**config.mk**
```make
export PLATFORM = sky130hd
export DESIGN_NAME = pfs_pin_function_select
export DESIGN_NICKNAME = d
export VERILOG_FILES = /design/src/pfs_pkg.sv /design/src/pfs_pin_function_select.sv
export SDC_FILE = /design/constraint.sdc
export NUM_CORES = 1
export LEC_CHECK = 0
export ABC_CLOCK_PERIOD_IN_PS = 3800
export BUFFER_PORTS_ARGS = -buffer_cell sky130_fd_sc_hd__buf_4
export CAP_MARGIN = 15
export CORE_ASPECT_RATIO = 0.7
export CORE_MARGIN = 8
export CORE_UTILIZATION = 49
export DETAILED_ROUTE_END_ITERATION = 12
export GPL_TIMING_DRIVEN = 0
export HOLD_SLACK_MARGIN = 0.15
export PLACE_DENSITY = 0.78
export SYNTH_ARGS = -nofsm -noshare
export SYNTH_HDL_FRONTEND = slang
export SYNTH_SLANG_ARGS = --single-unit
```
**constraint.sdc**
```tcl
create_clock -name clock -period 3.8 [get_ports clock]
set_clock_uncertainty 0.15 [all_clocks]
set_input_delay 0.38 -clock clock [delete_from_list [all_inputs] [get_ports clock]]
set_output_delay 0.38 -clock clock [all_outputs]
set_load 0.01 [all_outputs]
```
**src/pfs_pkg.sv**
```systemverilog
`default_nettype none
package pfs_pkg;
  // ==========================================================
  // Register byte addresses
  localparam logic [31:0] PFS_PA_DATA_ADDR = 32'hffff8380;
  localparam logic [31:0] PFS_PA_DIR_ADDR  = 32'hffff8384;
  localparam logic [31:0] PFS_PE_DATA_ADDR = 32'hffff83b0;
  localparam logic [31:0] PFS_PE_DIR_ADDR  = 32'hffff83b4;
  localparam logic [31:0] PFS_PE_FSEL_ADDR = 32'hffff83ba;

  // ==========================================================
  // Writable bit masks
  localparam logic [15:0] PFS_PA_MASK   = 16'h000c;
  localparam logic [15:0] PFS_PE_MASK   = 16'h70f5;
  localparam logic [15:0] PFS_FSEL_MASK = 16'h5511;

  // ==========================================================
  // Reset values
  localparam logic [15:0] PFS_PA_DIR_RST  = 16'h0000;
  localparam logic [15:0] PFS_PE_DIR_RST  = 16'h0000;
  localparam logic [15:0] PFS_FSEL_RST    = 16'h0000;
  localparam logic [15:0] PFS_PA_DATA_RST = 16'h0000;
  localparam logic [15:0] PFS_PE_DATA_RST = 16'h0000;

  // ==========================================================
  // Field positions
  localparam int PFS_PA_LO_BIT = 2;
  localparam int PFS_FN_PINS   = 6;
  // Port E pin index of each timer channel signal (0A,0C,1A,1B,2A,2B)
  localparam int PFS_FN_PIN [PFS_FN_PINS] = '{0, 2, 4, 5, 6, 7};
  // Function bit of pin n sits at bit 2*n
  localparam int PFS_FN_STRIDE = 2;

  // ==========================================================
  // Pin input filter depth
  localparam int PFS_SYNC_STAGES = 3;
endpackage
`default_nettype wire

```
**src/pfs_pin_function_select.sv**
```systemverilog
// Chosen here: the strobed register port.
`default_nettype none
// How it works
// - After reset every multiplexed port E pin is a general-purpose input.
// - Port A direction bits 3 and 2 make their pins outputs; others read 0.
// - Port A direction register clears on reset, holds through sleep.
// - In general-purpose use, a port E direction bit 1 means output.
// - Port E direction: only bits 14,13,12,7,6,5,4,2,0 writable.
// - Port E direction register clears on reset, holds through sleep.
// - Function-select clears on reset to general I/O; holds through sleep.
// - Function-select reserved bits read zero; software writes zero.
// - Function bit 14 gives port E pin 7 to timer channel 2 B.
// - Function bit 12 gives port E pin 6 to timer channel 2 A.
// - Function bit 10 gives port E pin 5 to timer channel 1 B.
// - Function bit 8 gives port E pin 4 to timer channel 1 A.
// - Function bit 4 gives port E pin 2 to timer channel 0 C.
// - Function bit 0 gives port E pin 0 to timer channel 0 A.
// - All three control registers take byte and 16-bit accesses.
// - Data read returns pin level for inputs, stored value for outputs.
module pfs_pin_function_select
  import pfs_pkg::*;
#(
  parameter int ADDR_W = 32
) (
  input  wire logic              clock,        // System clock, 100 MHz
  input  wire logic              rst_b,        // Power-on reset, async
  input  wire logic              clk_en,       // Freezes all state when low
  input  wire logic [ADDR_W-1:0] bus_addr,     // Byte address
  input  wire logic [15:0]       bus_wdata,    // Write data
  input  wire logic [1:0]        bus_be,       // Lane enables, 1: [15:8]
  input  wire logic              bus_wr,       // Write strobe
  input  wire logic              bus_rd,       // Read strobe
  output logic      [15:0]       bus_rdata,    // Read data, next cycle
  input  wire logic [1:0]        pa_pin_in,    // Port A pins 3:2 level
  output logic      [1:0]        pa_pin_out,   // Port A pin drive value
  output logic      [1:0]        pa_pin_oe_b,  // Port A drive enable
  input  wire logic [15:0]       pe_pin_in,    // Port E pin level
  output logic      [15:0]       pe_pin_out,   // Port E pin drive value
  output logic      [15:0]       pe_pin_oe_b,  // Port E drive enable
  input  wire logic [5:0]        tmr_out,      // Timer signal value
  input  wire logic [5:0]        tmr_oe,       // Timer drive request
  output logic      [5:0]        tmr_in        // Filtered pin to timer
);

  // ==========================================================
  // Elaboration checks
  if (ADDR_W != 32) begin : g_bad_addr
    $error("pfs: ADDR_W must be 32");
  end

  // ==========================================================
  // Helpers
  function automatic logic [15:0] pfs_merge(
    input logic [15:0] old_v,
    input logic [15:0] wd,
    input logic [1:0]  be,
    input logic [15:0] mask
  );
    logic [15:0] lane;
    lane = {{8{be[1]}}, {8{be[0]}}};
    return ((wd & lane) | (old_v & ~lane)) & mask;
  endfunction

  function automatic logic [15:0] pfs_filter(
    input logic [15:0] held,
    input logic [15:0] s2,
    input logic [15:0] s3
  );
    return (s2 & s3) | (held & (s2 ^ s3));
  endfunction

  // ==========================================================
  // Registers
  logic [15:0] pa_dir_reg;
  logic [15:0] pe_dir_reg;
  logic [15:0] fsel_reg;
  logic [15:0] pa_data_reg;
  logic [15:0] pe_data_reg;
  logic [15:0] rdata_reg;
  logic [15:0] pa_s1_reg, pa_s2_reg, pa_s3_reg, pa_lvl_reg;
  logic [15:0] pe_s1_reg, pe_s2_reg, pe_s3_reg, pe_lvl_reg;

  logic [15:0] pa_dir_next;
  logic [15:0] pe_dir_next;
  logic [15:0] fsel_next;
  logic [15:0] pa_data_next;
  logic [15:0] pe_data_next;
  logic [15:0] rdata_next;

  // ==========================================================
  // Address decode
  wire        addr_even   = ~bus_addr[0];
  wire        hit_pa_dir  = addr_even &&
                            bus_addr[31:1] == PFS_PA_DIR_ADDR[31:1];
  wire        hit_pe_dir  = addr_even &&
                            bus_addr[31:1] == PFS_PE_DIR_ADDR[31:1];
  wire        hit_fsel    = addr_even &&
                            bus_addr[31:1] == PFS_PE_FSEL_ADDR[31:1];
  wire        hit_pa_data = addr_even &&
                            bus_addr[31:1] == PFS_PA_DATA_ADDR[31:1];
  wire        hit_pe_data = addr_even &&
                            bus_addr[31:1] == PFS_PE_DATA_ADDR[31:1];

  // ==========================================================
  // Register write paths
  assign pa_dir_next  = (bus_wr && hit_pa_dir) ?
    pfs_merge(pa_dir_reg, bus_wdata, bus_be, PFS_PA_MASK) :
    pa_dir_reg;
  assign pe_dir_next  = (bus_wr && hit_pe_dir) ?
    pfs_merge(pe_dir_reg, bus_wdata, bus_be, PFS_PE_MASK) :
    pe_dir_reg;
  assign fsel_next    = (bus_wr && hit_fsel) ?
    pfs_merge(fsel_reg, bus_wdata, bus_be, PFS_FSEL_MASK) :
    fsel_reg;
  assign pa_data_next = (bus_wr && hit_pa_data) ?
    pfs_merge(pa_data_reg, bus_wdata, bus_be, PFS_PA_MASK) :
    pa_data_reg;
  assign pe_data_next = (bus_wr && hit_pe_data) ?
    pfs_merge(pe_data_reg, bus_wdata, bus_be, PFS_PE_MASK) :
    pe_data_reg;

  // ==========================================================
  // Pin function per port E bit
  logic [15:0] pe_fn_mask;
  always_comb begin
    pe_fn_mask = 16'h0000;
    for (int k = 0; k < PFS_FN_PINS; k++) begin
      pe_fn_mask[PFS_FN_PIN[k]] =
        fsel_reg[PFS_FN_STRIDE * PFS_FN_PIN[k]];
    end
  end

  // Timer drive spread onto port E bit positions
  logic [15:0] tmr_out_w;
  logic [15:0] tmr_oe_w;
  always_comb begin
    tmr_out_w = 16'h0000;
    tmr_oe_w  = 16'h0000;
    for (int k = 0; k < PFS_FN_PINS; k++) begin
      tmr_out_w[PFS_FN_PIN[k]] = tmr_out[k];
      tmr_oe_w[PFS_FN_PIN[k]]  = tmr_oe[k];
    end
  end

  // ==========================================================
  // Pin drive
  wire [15:0] pa_drv = pa_dir_reg & PFS_PA_MASK;
  wire [15:0] pe_gp_drv = pe_dir_reg & PFS_PE_MASK & ~pe_fn_mask;
  wire [15:0] pe_fn_drv = tmr_oe_w & pe_fn_mask;
  wire [15:0] pe_val = (pe_data_reg & ~pe_fn_mask) |
                       (tmr_out_w & pe_fn_mask);

  assign pa_pin_out  = pa_data_reg[PFS_PA_LO_BIT +: 2];
  assign pa_pin_oe_b = ~pa_drv[PFS_PA_LO_BIT +: 2];
  assign pe_pin_out  = pe_val & PFS_PE_MASK;
  assign pe_pin_oe_b = ~(pe_gp_drv | pe_fn_drv);

  // Timer sees the filtered pin level
  always_comb begin
    tmr_in = 6'h00;
    for (int k = 0; k < PFS_FN_PINS; k++) begin
      tmr_in[k] = pe_lvl_reg[PFS_FN_PIN[k]];
    end
  end

  // ==========================================================
  // Read path
  wire [15:0] pa_pin_w = {12'h000, pa_pin_in, 2'b00};
  wire [15:0] pa_rd = ((pa_dir_reg & pa_data_reg) |
                       (~pa_dir_reg & pa_lvl_reg)) & PFS_PA_MASK;
  wire [15:0] pe_rd = ((pe_dir_reg & pe_data_reg) |
                       (~pe_dir_reg & pe_lvl_reg)) & PFS_PE_MASK;

  assign rdata_next = !bus_rd     ? 16'h0000 :
                      hit_pa_dir  ? pa_dir_reg :
                      hit_pe_dir  ? pe_dir_reg :
                      hit_fsel    ? fsel_reg :
                      hit_pa_data ? pa_rd :
                      hit_pe_data ? pe_rd :
                      16'h0000;
  assign bus_rdata = rdata_reg;

  // ==========================================================
  // Control registers; no sleep input, so contents always hold
  always_ff @(posedge clock or negedge rst_b) begin
    if (!rst_b) begin
      pa_dir_reg  <= PFS_PA_DIR_RST;
      pe_dir_reg  <= PFS_PE_DIR_RST;
      fsel_reg    <= PFS_FSEL_RST;
      pa_data_reg <= PFS_PA_DATA_RST;
      pe_data_reg <= PFS_PE_DATA_RST;
      rdata_reg   <= 16'h0000;
    end else if (clk_en) begin
      pa_dir_reg  <= pa_dir_next;
      pe_dir_reg  <= pe_dir_next;
      fsel_reg    <= fsel_next;
      pa_data_reg <= pa_data_next;
      pe_data_reg <= pe_data_next;
      rdata_reg   <= rdata_next;
    end
  end

  // ==========================================================
  // Pin input filter: three stages, change taken when last two agree
  always_ff @(posedge clock or negedge rst_b) begin
    if (!rst_b) begin
      pa_s1_reg  <= 16'h0000;
      pa_s2_reg  <= 16'h0000;
      pa_s3_reg  <= 16'h0000;
      pa_lvl_reg <= 16'h0000;
      pe_s1_reg  <= 16'h0000;
      pe_s2_reg  <= 16'h0000;
      pe_s3_reg  <= 16'h0000;
      pe_lvl_reg <= 16'h0000;
    end else if (clk_en) begin
      pa_s1_reg  <= pa_pin_w;
      pa_s2_reg  <= pa_s1_reg;
      pa_s3_reg  <= pa_s2_reg;
      pa_lvl_reg <= pfs_filter(pa_lvl_reg, pa_s2_reg, pa_s3_reg);
      pe_s1_reg  <= pe_pin_in;
      pe_s2_reg  <= pe_s1_reg;
      pe_s3_reg  <= pe_s2_reg;
      pe_lvl_reg <= pfs_filter(pe_lvl_reg, pe_s2_reg, pe_s3_reg);
    end
  end

endmodule
`default_nettype wire

```
Word-level counts from Yosys, hierarchy flattened
Index checks and enable logic that the tools add are counted.
{"block": "totals", "in_bits": 85, "elab_cells": 78, "out_inout_bits": 58, "reg_bits": 130}
{"block": "classes", "n_reduce_logical": 15, "bitwise_logic": 38, "n_eq_ne": 5, "muxes": 6}
{"operator": "$eq 31x31->1 const B", "n": 5}
{"operator": "$and 15x15->15", "n": 7}
{"operator": "$mux 15", "n": 6}
{"operator": "$or 15x15->15", "n": 4}
{"operator": "$and 16x16->16", "n": 2}
{"operator": "$not 15->15", "n": 2}
{"operator": "$and 4x4->4", "n": 5}
{"operator": "$and 15x16->16", "n": 1}
{"operator": "$and 16x4->16", "n": 1}
{"operator": "$and 8x8->8", "n": 2}
{"operator": "$not 16->16", "n": 1}
{"operator": "$not 8->16", "n": 1}
{"operator": "$or 16x16->16", "n": 1}
{"operator": "$or 16x8->16", "n": 1}
{"operator": "$or 4x16->16", "n": 1}
{"operator": "$xor 16x16->16", "n": 1}
{"operator": "$or 15x8->15", "n": 1}
{"operator": "$or 4x4->4", "n": 3}
{"operator": "$logic_and 1x1->1", "n": 10}
{"operator": "$reduce_and 2->1", "n": 5}
{"operator": "$not 4->4", "n": 1}
{"operator": "$xor 4x4->4", "n": 1}
{"operator": "$not 2->2", "n": 1}
{"operator": "$not 1->1", "n": 1}

Longest topological paths before layout
{"block": "depth", "ltp_word": 9, "depth_mapped": 7, "ltp_nobuf": 5}

Worst setup path after synthesis
No wires, ideal clock.
{"block": "synth_timing", "kind": "input-to-reg", "start": "input bus_addr[14]", "end": "register with a tool-made name", "setup_time_ns": 0.125, "n_path_buf": 0, "path_slack_ns": 1.588, "arrival_ns": 1.937, "cell_stages": 5, "t_required_ns": 3.525, "path_cell_list": "nand4b_1 -> or4_4 -> nor4_4 -> nand2_1 -> mux2_2"}
{"element": "from (decl)", "line_no": "pfs_pin_function_select.sv:28", "source": "input wire logic [ADDR_W-1:0] bus_addr,"}

==> out/qor.yml <==
status: "finished clean"
rows: 28
power_density_nw_per_um2: 424
leakagePower_nw: 2.77
hold_violations: 0
cts_buffers: 9
synth-edff-count: 0
gr-usage-met3: 0.0620
arrival_ns: 2.49
worst_pin_slew_ns: 1.03
end_kind: "flop"
overflow: 0
initial_utilization: 0.497
postSynth.asyncResetShare: 1.00
maxCapViolations: 0
core_area_um2: 8340
clk_latency_ns: 0.33
top_usage_layer: "met2"
dr.pass1.iters: 5
ys_warn_count: 0
die_width_um: 126
routedWlPerCell_um: 18.6
rsz0062_at_grt: "false"
drc: 0
grt_use_total: 0.197
worstSetupStartpointType: "input port"
hold_class: "in -> reg"
synth_area_leaders: "dfrtp_1, mux2_2, buf_4"
dpl.hpwl_mm: 8.57
seqCellArea_um2: 2100
p_total_mw: 2.43
vias_per_cell: 5.45
path_class: "in -> reg"
synth_area_um2: 4140
cts_tree: "built"
fmax_mhz: 413
syn_avg_cell_area_um2: 11.9
pre_cts_ws_ns: 1.08
synth_commonest_cells: "dfrtp_1, mux2_2, nand2_1"
cts.path.max_buffers: 2
vias: 3367
synthCells: 347
synth.most_common_cell: "dfrtp_1"
slew_headroom: 0.314
fin_crit_ns: 2.42
slew_violations: 0
cts_sinks: 84
area_growth_pct: 38.2
ir_drop_v: 0.000363
cts_setup_buffers: 0
synth_top_area_share: 0.507
die_area_um2: 11700
drt-initial-drc-count: 167
use_met2: 0.321
final_nets: 604
final.setup.tns_ns: 0
synth.distinct_cells: 41
dp_cells: 581
h-tree-depth: 3
ctsResizeCount: 0
final_cells: 618
critPathLaunch: "bus_addr[14]"
antenna_left: 0
grt_first_pass_wirelength_mm: 18.3
fillerInstances: 610
seq_area_frac_synth: 0.507
root_buffer: "clkbuf_16"
use_met1: 0.247
finalCritPeriodShare: 0.637
grt_pass1_vias: 3519
crit_fanout: 8
antenna_found_initial: 0
drive_gt1_frac: 0.458
io-pin-count: 143
setup-violations-final: 0
die_h_um: 92.9
yosys_register_bits: 84
fin_ws_ns: 1.38
r2r_slack_ns: 2.33
n_antenna_cell: 0
multi_input_area_um2: 1810
worst-endpoint-required_ns: 3.86
worst_r2r_path_depth: 4
place.gp.congestion: 0.858
synth_top_cell_by_area: "dfrtp_1"
portBuffers: 113
synth_ff_type: "dfrtp_1"
wl_mm: 11.5
path_clk_slew_ns: 0.06
timing.rr.end: "bus_rdata[4]$_DFFE_PN0P_"
grt_max_degree: 85
==> metrics by stage <==
step                      utilization  area (um^2)  hold slack, ns
final                           0.687         5730           0.154
after global routing            0.687         5730           0.159
after CTS                       0.686         5720           0.153
after detailed placement        0.622         5180           0.344
after global placement          0.622         5180           0.329
after floorplan                     -         4200         -0.0656
==> cells by family (layout without fill, tap and decap cells) <==
kind of cell / after synthesis / after routing / synth area share
compound gates: 50 / 50 / 0.0767
other cells: 2 / 18 / 0.00181
simple gates: 68 / 68 / 0.0921
buf+inv: 50 / 200 / 0.0707
flops: 84 / 84 / 0.507
mux: 82 / 82 / 0.218
fa+ha+maj: 11 / 11 / 0.0332
==> layout by cell type, fill, tap and decap left out, drive strengths merged, types with 2 or more instances in the layout <==
master and instances:
buf 145, nor3 2, a31oi 4, mux2 67, or3 2, mux2i 15, clkbuf 21, dlygate4sd3 20
nor4 2, nor2 3, nand3b 2, o2bb2ai 2, ha 11, nand3 6, o21ai 24, o22ai 3
nand4 8, inv 10, nand2 33, dfrtp 84, conb 18, a22o 8, or4 3, a21oi 5
a32o 2, bufinv 2
==> what timing repair did <==
action | 4_1_cts | 5_1_grt
endpoints found under the setup margin | 0 | 0
endpoints found under the hold margin | 111 | 0
hold buffers | 20 | 0
==> metal layers <==
metal  part of all wire  routed length, um  vias to the layer above
li1                   -                  -                     1524
met1               0.41               4780                     1678
met2               0.49               5610                      148
met4              0.014                165                        0
met3              0.084                971                       17
met5                  0                  0                        -
==> report_power, final <==
| group | internal [mW] | switching, mW |
|---|---|---|
| logic | 0.227 | 0.172 |
| clock network | 0.630 | 0.335 |
| registers | 0.992 | 0.0718 |
| total | 1.85 | 0.578 |
==> layout make-up <==
class,count,share of cell area
inverter,11,0.00721
clock buffer,13,0.0472
buffer,39,0.0439
clock inverter,3,0.0118
timing repair buffer,134,0.184
sequential,84,0.367
tap,105,0.0229
multi-input combinational,229,0.316
==> critical path, cell delays in order <==
cell and delay (ns):
buf_4 0.10, nand4b_1 0.17, or4_4 0.54, nor4_4 0.60, nand2_1 0.33, mux2_2 0.35
==> worst min-delay path by stage <==
stage | start | endpoint | slack [ns] | cells after the start
after floorplan | rst_b | asynchronous set/reset pin | -0.07 | 0
after global placement | bus_rdata[8]$_DFFE_PN0P_ | bus_rdata[8]$_DFFE_PN0P_ | 0.33 | 1
after detailed placement | flop | flop | 0.34 | 1
after CTS | bus_wdata[4] | flop | 0.15 | 2
after global routing | bus_wdata[4] | flop | 0.16 | 2
final | bus_wdata[4] | flop | 0.15 | 2
No activity file was read; power rests on OpenSTA's default activity.
